## src/psm_pkg.sv

```systemverilog
package psm_pkg;

   // ------------------------------------------------------------
   // Geometry
   // ------------------------------------------------------------
   localparam int ADDR_W     = 15;
   localparam int DATA_W     = 32;
   localparam int WORDS      = 32768;

   // ------------------------------------------------------------
   // Initialization timing, in clock cycles
   // ------------------------------------------------------------
   localparam int CLK_MHZ          = 10;
   localparam int PRE_RESET_CYCLES = 2;
   localparam int RESET_CYCLES     = 10;
   localparam int POWERUP_CYCLES   = 128;
   localparam int CNT_W            = 8;

   typedef logic [ADDR_W-1:0] psm_addr_t;
   typedef logic [DATA_W-1:0] psm_data_t;

   typedef enum logic [1:0] {
      PSM_NOP,
      PSM_READ,
      PSM_WRITE,
      PSM_ILLEGAL
   } psm_op_t;

   function automatic psm_op_t psm_decode(input logic readN, input logic writeN);
      psm_op_t op;
      op = PSM_NOP;
      case ({readN, writeN})
         2'b01:   op = PSM_READ;
         2'b10:   op = PSM_WRITE;
         2'b00:   op = PSM_ILLEGAL;
         default: op = PSM_NOP;
      endcase
      return op;
   endfunction

endpackage

```

## src/psm_if.sv

```systemverilog
`timescale 1ns/100ps
`default_nettype none
interface psm_if;
   import psm_pkg::*;
   logic      initN;
   psm_addr_t addr;
   logic      readN;
   logic      writeN;
   psm_data_t wrData;
   psm_data_t rdData;

   modport mem (
      input  initN,
      input  addr,
      input  readN,
      input  writeN,
      input  wrData,
      output rdData
   );

   modport ctl (
      output initN,
      output addr,
      output readN,
      output writeN,
      output wrData,
      input  rdData
   );
endinterface
`default_nettype wire

```

## src/psm_controller.sv

```systemverilog
`timescale 1ns/100ps
`default_nettype none
module psm_controller
   import psm_pkg::*;
(
   input  wire logic               clk,
   input  wire logic               resetn,
   psm_if.ctl                      bus,
   input  wire logic               reqValid,
   input  wire logic               reqWrite,
   input  wire psm_pkg::psm_addr_t reqAddr,
   input  wire psm_pkg::psm_data_t reqData,
   output logic                    ready,
   output logic                    rdValid,
   output psm_pkg::psm_data_t      rdData
);
   import psm_pkg::*;

   typedef enum logic [1:0] {
      CTL_PRE,
      CTL_RESET,
      CTL_WAIT,
      CTL_RUN
   } psm_ctl_phase_t;

   typedef struct packed {
      psm_ctl_phase_t   phase;
      logic [CNT_W-1:0] count;
      logic             initN;
      logic             readN;
      logic             writeN;
      psm_addr_t        addr;
      logic [1:0]       wrPipe;
      psm_data_t        wrHold0;
      psm_data_t        wrHold1;
      psm_data_t        wrData;
      logic [2:0]       rdPipe;
      logic             ready;
      logic             rdValid;
      psm_data_t        rdData;
   } psm_ctl_state_t;

   psm_ctl_state_t st;
   psm_ctl_state_t next_st;

   always_comb begin
      next_st         = st;
      next_st.readN   = 1'b1;
      next_st.writeN  = 1'b1;
      next_st.rdValid = 1'b0;
      next_st.count   = st.count + 1'b1;
      case (st.phase)
         CTL_PRE: begin
            if (st.count == CNT_W'(PRE_RESET_CYCLES - 1)) begin
               next_st.phase = CTL_RESET;
               next_st.initN = 1'b0;
            end
         end
         CTL_RESET: begin
            if (st.count == CNT_W'(PRE_RESET_CYCLES + RESET_CYCLES - 1)) begin
               next_st.phase = CTL_WAIT;
               next_st.initN = 1'b1;
            end
         end
         CTL_WAIT: begin
            if (st.count == CNT_W'(POWERUP_CYCLES - 1)) begin
               next_st.phase = CTL_RUN;
               next_st.ready = 1'b1;
            end
         end
         CTL_RUN: begin
            next_st.count = st.count;
            if (reqValid) begin
               // One strobe only per edge, never both.
               next_st.readN  = reqWrite;
               next_st.writeN = !reqWrite;
               next_st.addr   = reqAddr;
            end
         end
         default: next_st.phase = CTL_PRE;
      endcase
      // Write data leaves two edges after the command was driven.
      next_st.wrPipe  = {st.wrPipe[0], st.phase == CTL_RUN && reqValid && reqWrite};
      next_st.wrHold0 = reqData;
      next_st.wrHold1 = st.wrHold0;
      // Driving the word one edge earlier would let a following write
      // overwrite it before the memory samples it.
      if (st.wrPipe[1]) begin
         next_st.wrData = st.wrHold1;
      end
      // Memory answers on the second edge after our drive edge; we capture it on the third.
      next_st.rdPipe = {st.rdPipe[1:0], st.phase == CTL_RUN && reqValid && !reqWrite};
      if (st.rdPipe[2]) begin
         next_st.rdValid = 1'b1;
         next_st.rdData  = bus.rdData;
      end
   end

   always_ff @(posedge clk or negedge resetn) begin
      if (!resetn) begin
         st        <= '0;
         st.phase  <= CTL_PRE;
         st.initN  <= 1'b1;
         st.readN  <= 1'b1;
         st.writeN <= 1'b1;
      end else begin
         st <= next_st;
      end
   end

   assign bus.initN  = st.initN;
   assign bus.readN  = st.readN;
   assign bus.writeN = st.writeN;
   assign bus.addr   = st.addr;
   assign bus.wrData = st.wrData;
   assign ready      = st.ready;
   assign rdValid    = st.rdValid;
   assign rdData     = st.rdData;
endmodule
`default_nettype wire

```

## src/flat_wrapper.sv

```systemverilog
// flat-port wrapper written by rule: the top's interface ports become plain ports
module psm_controller_flat import psm_pkg::*;
  (clk, resetn, reqValid, reqWrite, reqAddr, reqData, ready, rdValid, rdData, bus_initN, bus_addr, bus_readN, bus_writeN, bus_wrData, bus_rdData);
  psm_if bus_i ();
  input  wire logic clk;
  input  wire logic resetn;
  input  wire logic reqValid;
  input  wire logic reqWrite;
  input  wire psm_pkg::psm_addr_t reqAddr;
  input  wire psm_pkg::psm_data_t reqData;
  output logic ready;
  output logic rdValid;
  output psm_pkg::psm_data_t rdData;
  output wire logic [$bits(bus_i.initN)-1:0] bus_initN;
  output wire logic [$bits(bus_i.addr)-1:0] bus_addr;
  output wire logic [$bits(bus_i.readN)-1:0] bus_readN;
  output wire logic [$bits(bus_i.writeN)-1:0] bus_writeN;
  output wire logic [$bits(bus_i.wrData)-1:0] bus_wrData;
  input wire logic [$bits(bus_i.rdData)-1:0] bus_rdData;
  assign bus_initN = bus_i.initN;
  assign bus_addr = bus_i.addr;
  assign bus_readN = bus_i.readN;
  assign bus_writeN = bus_i.writeN;
  assign bus_wrData = bus_i.wrData;
  assign bus_i.rdData = bus_rdData;
  psm_controller u_core (.clk(clk), .resetn(resetn), .bus(bus_i), .reqValid(reqValid), .reqWrite(reqWrite), .reqAddr(reqAddr), .reqData(reqData), .ready(ready), .rdValid(rdValid), .rdData(rdData));
endmodule
```

## config.mk

```make
export PLATFORM = sky130hd
export DESIGN_NAME = psm_controller_flat
export DESIGN_NICKNAME = d
export VERILOG_FILES = /design/src/psm_pkg.sv /design/src/psm_if.sv /design/src/psm_controller.sv /design/src/flat_wrapper.sv
export SDC_FILE = /design/constraint.sdc
export NUM_CORES = 1
export LEC_CHECK = 0
export BUFFER_PORTS_ARGS = -buffer_cell sky130_fd_sc_hd__buf_2
export CAP_MARGIN = 5
export CORE_UTILIZATION = 52
export CTS_CLUSTER_DIAMETER = 100
export CTS_CLUSTER_SIZE = 16
export DETAILED_ROUTE_END_ITERATION = 8
export PLACE_DENSITY = 0.82
export SLEW_MARGIN = 0
export SYNTH_ARGS = -nofsm -noshare
export SYNTH_HDL_FRONTEND = slang
export SYNTH_SLANG_ARGS = --single-unit
```

## constraint.sdc

```tcl
create_clock -name clk -period 2 [get_ports clk]
set_input_delay 0.1 -clock clk [delete_from_list [all_inputs] [get_ports clk]]
set_output_delay 0.1 -clock clk [all_outputs]
set_load 0.05 [all_outputs]
```

# Word-level counts from Yosys, hierarchy flattened
# Cells that the tools add are included.
# op_classes
n_addsub	1
n_reduce_logical	11
n_eq_ne	9
mux	10
# op_table
op	n
$mux 17	2
$mux 33	1
$add 8x1->8 const B	1
$eq 8x1->1 const B	1
$eq 8x4->1 const B	1
$eq 8x7->1 const B	1
$mux 2	3
$ne 2x1->1 const B	3
$pmux 2 s3	1
$eq 2x2->1 const B	2
$reduce_and 2->1	2
$reduce_and 4->1	1
$logic_and 1x1->1	3
$reduce_and 3->1	1
$reduce_bool 3->1	1
$eq 2x1->1 const B	1
$logic_not 2->1	1
$mux 1	2
$pmux 1 s2	1
$reduce_bool 2->1	1
$logic_not 1->1	1
# totals
inputBits	83
ff_bits	163
out_inout_bits	84
word_cells	45

# Depth between registers and ports, before layout
# logic_depth
word_depth	3
depth_mapped	6

# Least setup slack after synthesis
# No wires, ideal clock.
# synth_path
path_type	register -> register
from	register u_core.st[154] (netlist name)
to	register u_core.st[162] (netlist name)
path_stages_with_launch	7
path_slack_ps	245
setup_time_ps	125
n_path_buf	0
required_time_ps	1875
arrival_time_ps	1630
synth_period_minus_slack_ps	1755
cell_sequence	dfrtp_1 inv_1 ha_1 or4b_1 o21ai_2 o2111ai_2 mux2_4
# synth_between
elab_chain_cells	3
elab_cells_between_ends	7
classes_between	eq/ne (6); reduce/logical (1)
# synth_rtl
item	line_no	source
from (decl)	psm_controller.sv:43	psm_ctl_state_t st;
from (signal assigned)	psm_controller.sv:107	st <= next_st;
$eq 8x7->1 (tied with other cells)	psm_controller.sv:66	if (st.count == CNT_W'(POWERUP_CYCLES - 1)) begin
$ne 2x1->1 (no line)	n/a	
$reduce_and 4->1 (no line) *	n/a	
# Mark *: on every way between the ends. The rest lies on a longest branch, timed or not.
# A chain may end at the register's enable or synchronous reset.

# Worst setup path in the final report
# Ends and elaborated chain as after synthesis.

==> flow_metrics.tcl <==
set metrics [dict create \
    run_status "finished clean" \
    drv_slew 0 \
    row_count 38 \
    postRouteAntennaNets 0 \
    whs_ns 0.189 \
    setup_viol 0 \
    synth_top_area_cell "dfrtp_1" \
    clock_skew_ns 0.00391 \
    grt_pass1_wl_microns 16900 \
    fin_crit_sh_pct 91.5 \
    switching_share_pct 19.3 \
    routedWlPerCell_microns 15.0 \
    layoutNonFillerInstCount 719 \
    first_pass_iters 6 \
    grt_pass1_vias 3617 \
    yosysUniqueCellTypes 35 \
    internal_power_mw 5.53 \
    clock-sinks 163 \
    clkTransAtPathRegs_ns 0.06 \
    synth.top_cells.by_count "160 x dfrtp_1, 79 x buf_4, 73 x mux2_2, 8 x ha_1, 7 x inv_1" \
    syn_to_final_growth_pct 31.1 \
    drtIter0Drc 94 \
    hold_violations 0 \
    hp-class "in2async" \
    cap_violations 0 \
    async_reset_ff_share_pct 100 \
    power_density_nw_per_um2 871 \
    synth_most_common_cell "dfrtp_1" \
    seq_power_share_pct 49.3 \
    die_x_microns 109 \
    slowest_delay_ns 0.47 \
    power_frac_comb_pct 4.1 \
    gp_congestion 0.830 \
    dpl.hpwl_microns 6670 \
    synth_edf_count 0 \
    coreArea_sq_um 11000 \
    synthTopCellsByArea "dfrtp_1 67%, mux2_2 14%, buf_4 9.9%" \
    dp_cells 604 \
    vias 3347 \
    clock_latency_ns 0.41 \
    path_cells "inv_1, ha_1, or4b_1, o21ai_2, o2111ai_2, mux2_4" \
    fmax_mhz 546 \
    cp-start-kind "flip-flop" \
    drt-total-wl_microns 10800 \
    die_height_microns 109 \
    cts_tree "yes" \
    htree_levels 4 \
    tightest_slew_ns 0.449 \
    slowest_stage "or4b_1" \
    portBuffers 166 \
    worstPathMaxFanout 4 \
    drive_gt1_share_pct 49.1 \
    p_leak_nw 4.17 \
    slew_headroom_pct 70.0 \
    yosys.area.top_type_share_pct 66.8 \
    synth-seq-cells 163 \
    endpoint_kind "flip-flop" \
    synthCells 382 \
    worstPathArrival_ns 2.12 \
    initial_core_util_pct 54.4 \
    drc 0 \
    ys.flop_type "dfrtp_1" \
    cp.required_ns 2.29 \
    gr-usage-all-layers_pct 19.3 \
    yosysWarnings 0 \
    grt_max_degree 63 \
    die_area_sq_um 12000 \
    cts_setup_buffers 0 \
    syn_area_per_cell_sq_um 15.7 \
    clock_path_buffers 2 \
    syn_nets 473 \
    grt_setup_unrepaired "false" \
    crit_type "reg2reg" \
    antenna_found_initial 1 \
    viasPerCell 4.66 \
    cts_root_buf "clkbuf_16" \
    netlist_area_sq_um 6000 \
    pin_count 167 \
    fin_nets 656 \
    cts_buffers 17 \
    gr-total-overflow 0 \
    p_switching_mw 1.32 \
    vdd_drop_max_mv 0.619 \
    period_minus_slack_ns 1.83 \
    synth_seq_area_share_pct 68.1 \
    setup-tns-final_ns 0 \
    clockPowerShare_pct 46.6 \
]
-- timing repair --
| action | in CTS | in global routing |
|---|---|---|
| resized for setup | 0 | 0 |
| hold buffers | 82 | 0 |
| hold endpoints to repair | 130 | 0 |
-- path summary, 6_finish.rpt --
check	startpoint	endpoint	slack (ns)	cells after the start
setup / recovery	u_core.st[154]	u_core.st[162]	0.17	6
hold / removal	resetn	u_core.next_st[79]	0.19	2
setup reg to reg	u_core.st[154]	u_core.st[162]	0.17	6
hold reg to reg	u_core.next_st[92]	u_core.st[92]	0.35	0
max in group asynchronous	resetn	u_core.bus.readN	1.11	3
min in group clk	reqData[24]	u_core.next_st[93]	0.32	2
-- cells in the final DEF (no fill, tap or decap), types with 2 or more instances in the layout --
master           n
buf_2          165
dfrtp_1        160
dlygate4sd3_1   82
mux2_2          73
clkbuf_16       17
ha_1             8
inv_1            7
mux2_1           6
nand2_1          5
clkinv_2         5
clkbuf_8         5
xnor2_1          4
xor2_1           3
buf_4            3
dfstp_2          3
nor2_1           2
a21oi_1          2
bufinv_16        2
buf_12           2
-- cell families (layout without fill, tap and decap cells) --
| family | Yosys count | count (layout) | share of synthesized area, % |
|---|---|---|---|
| compound gates | 8 | 8 | 1.04 |
| xor+xnor | 7 | 7 | 1.02 |
| buf+inv | 96 | 292 | 11.0 |
| mux | 81 | 81 | 15.2 |
| fa+ha+maj | 8 | 8 | 1.67 |
| other cells | 0 | 1 | 0 |
| simple gates | 19 | 19 | 1.98 |
| flops | 163 | 163 | 68.1 |
-- power groups by stage --
stage          Combinational (mW)  Clock [mW]  Sequential (mW)
6_report                    0.279        3.19             3.38
5_1_grt                     0.310        3.41             3.38
4_1_cts                     0.280        3.27             3.38
3_3_place_gp                0.146           0             3.43
2_1_floorplan             0.00138           0             3.43
3_5_place_dp                0.155           0             3.44
-- critical path, delay by kind of cell (launching register included) --
family / cells / cell delay [ns]
DFF: 1 / 0.41
adders and majority gates: 1 / 0.14
and+or+nand+nor: 1 / 0.47
buffers and inverters: 1 / 0.07
AOI/OAI and AO/OA: 2 / 0.30
muxes: 1 / 0.32
-- sequential cells by signal (all words and copies together), names as in the netlist --
signal / flops
u_core.st: 44
u_core.next_st: 35
u_core.bus.wrData: 32
u_core.rdData: 32
u_core.bus.addr: 15
u_core.bus.initN: 1
u_core.bus.readN: 1
u_core.bus.writeN: 1
u_core.rdValid: 1
u_core.ready: 1
-- routing by layer --
| metal | routed length [microns] | GRT usage, % |
|---|---|---|
| met5 | 0 | 0 |
| met3 | 549 | 5.51 |
| met2 | 5970 | 34.1 |
| met1 | 4100 | 21.3 |
| met4 | 182 | 9.71 |
-- cell type report --
class / instances / area, sq um
sequential: 163 / 4080
fill: 714 / 3170
timing repair buffer: 253 / 1720
multi-input combinational: 123 / 1260
clock buffer: 23 / 498
tap: 140 / 175
clock inverter: 9 / 101
inverter: 7 / 26.3
antenna: 1 / 2.50
-- metrics by stage --
step                power, mW  setup WS [ns]  instance area [sq um]  util, %
floorplan                3.43          0.245                   6000        -
detailed placement       3.59          0.175                   6440     58.4
global route             7.10         0.0900                   7860     71.3
finish                   6.85          0.169                   7860     71.3
CTS                      6.93          0.165                   7860     71.3
global placement         3.58          0.199                   6440     58.4
Power figures use the tool's default switching activity.
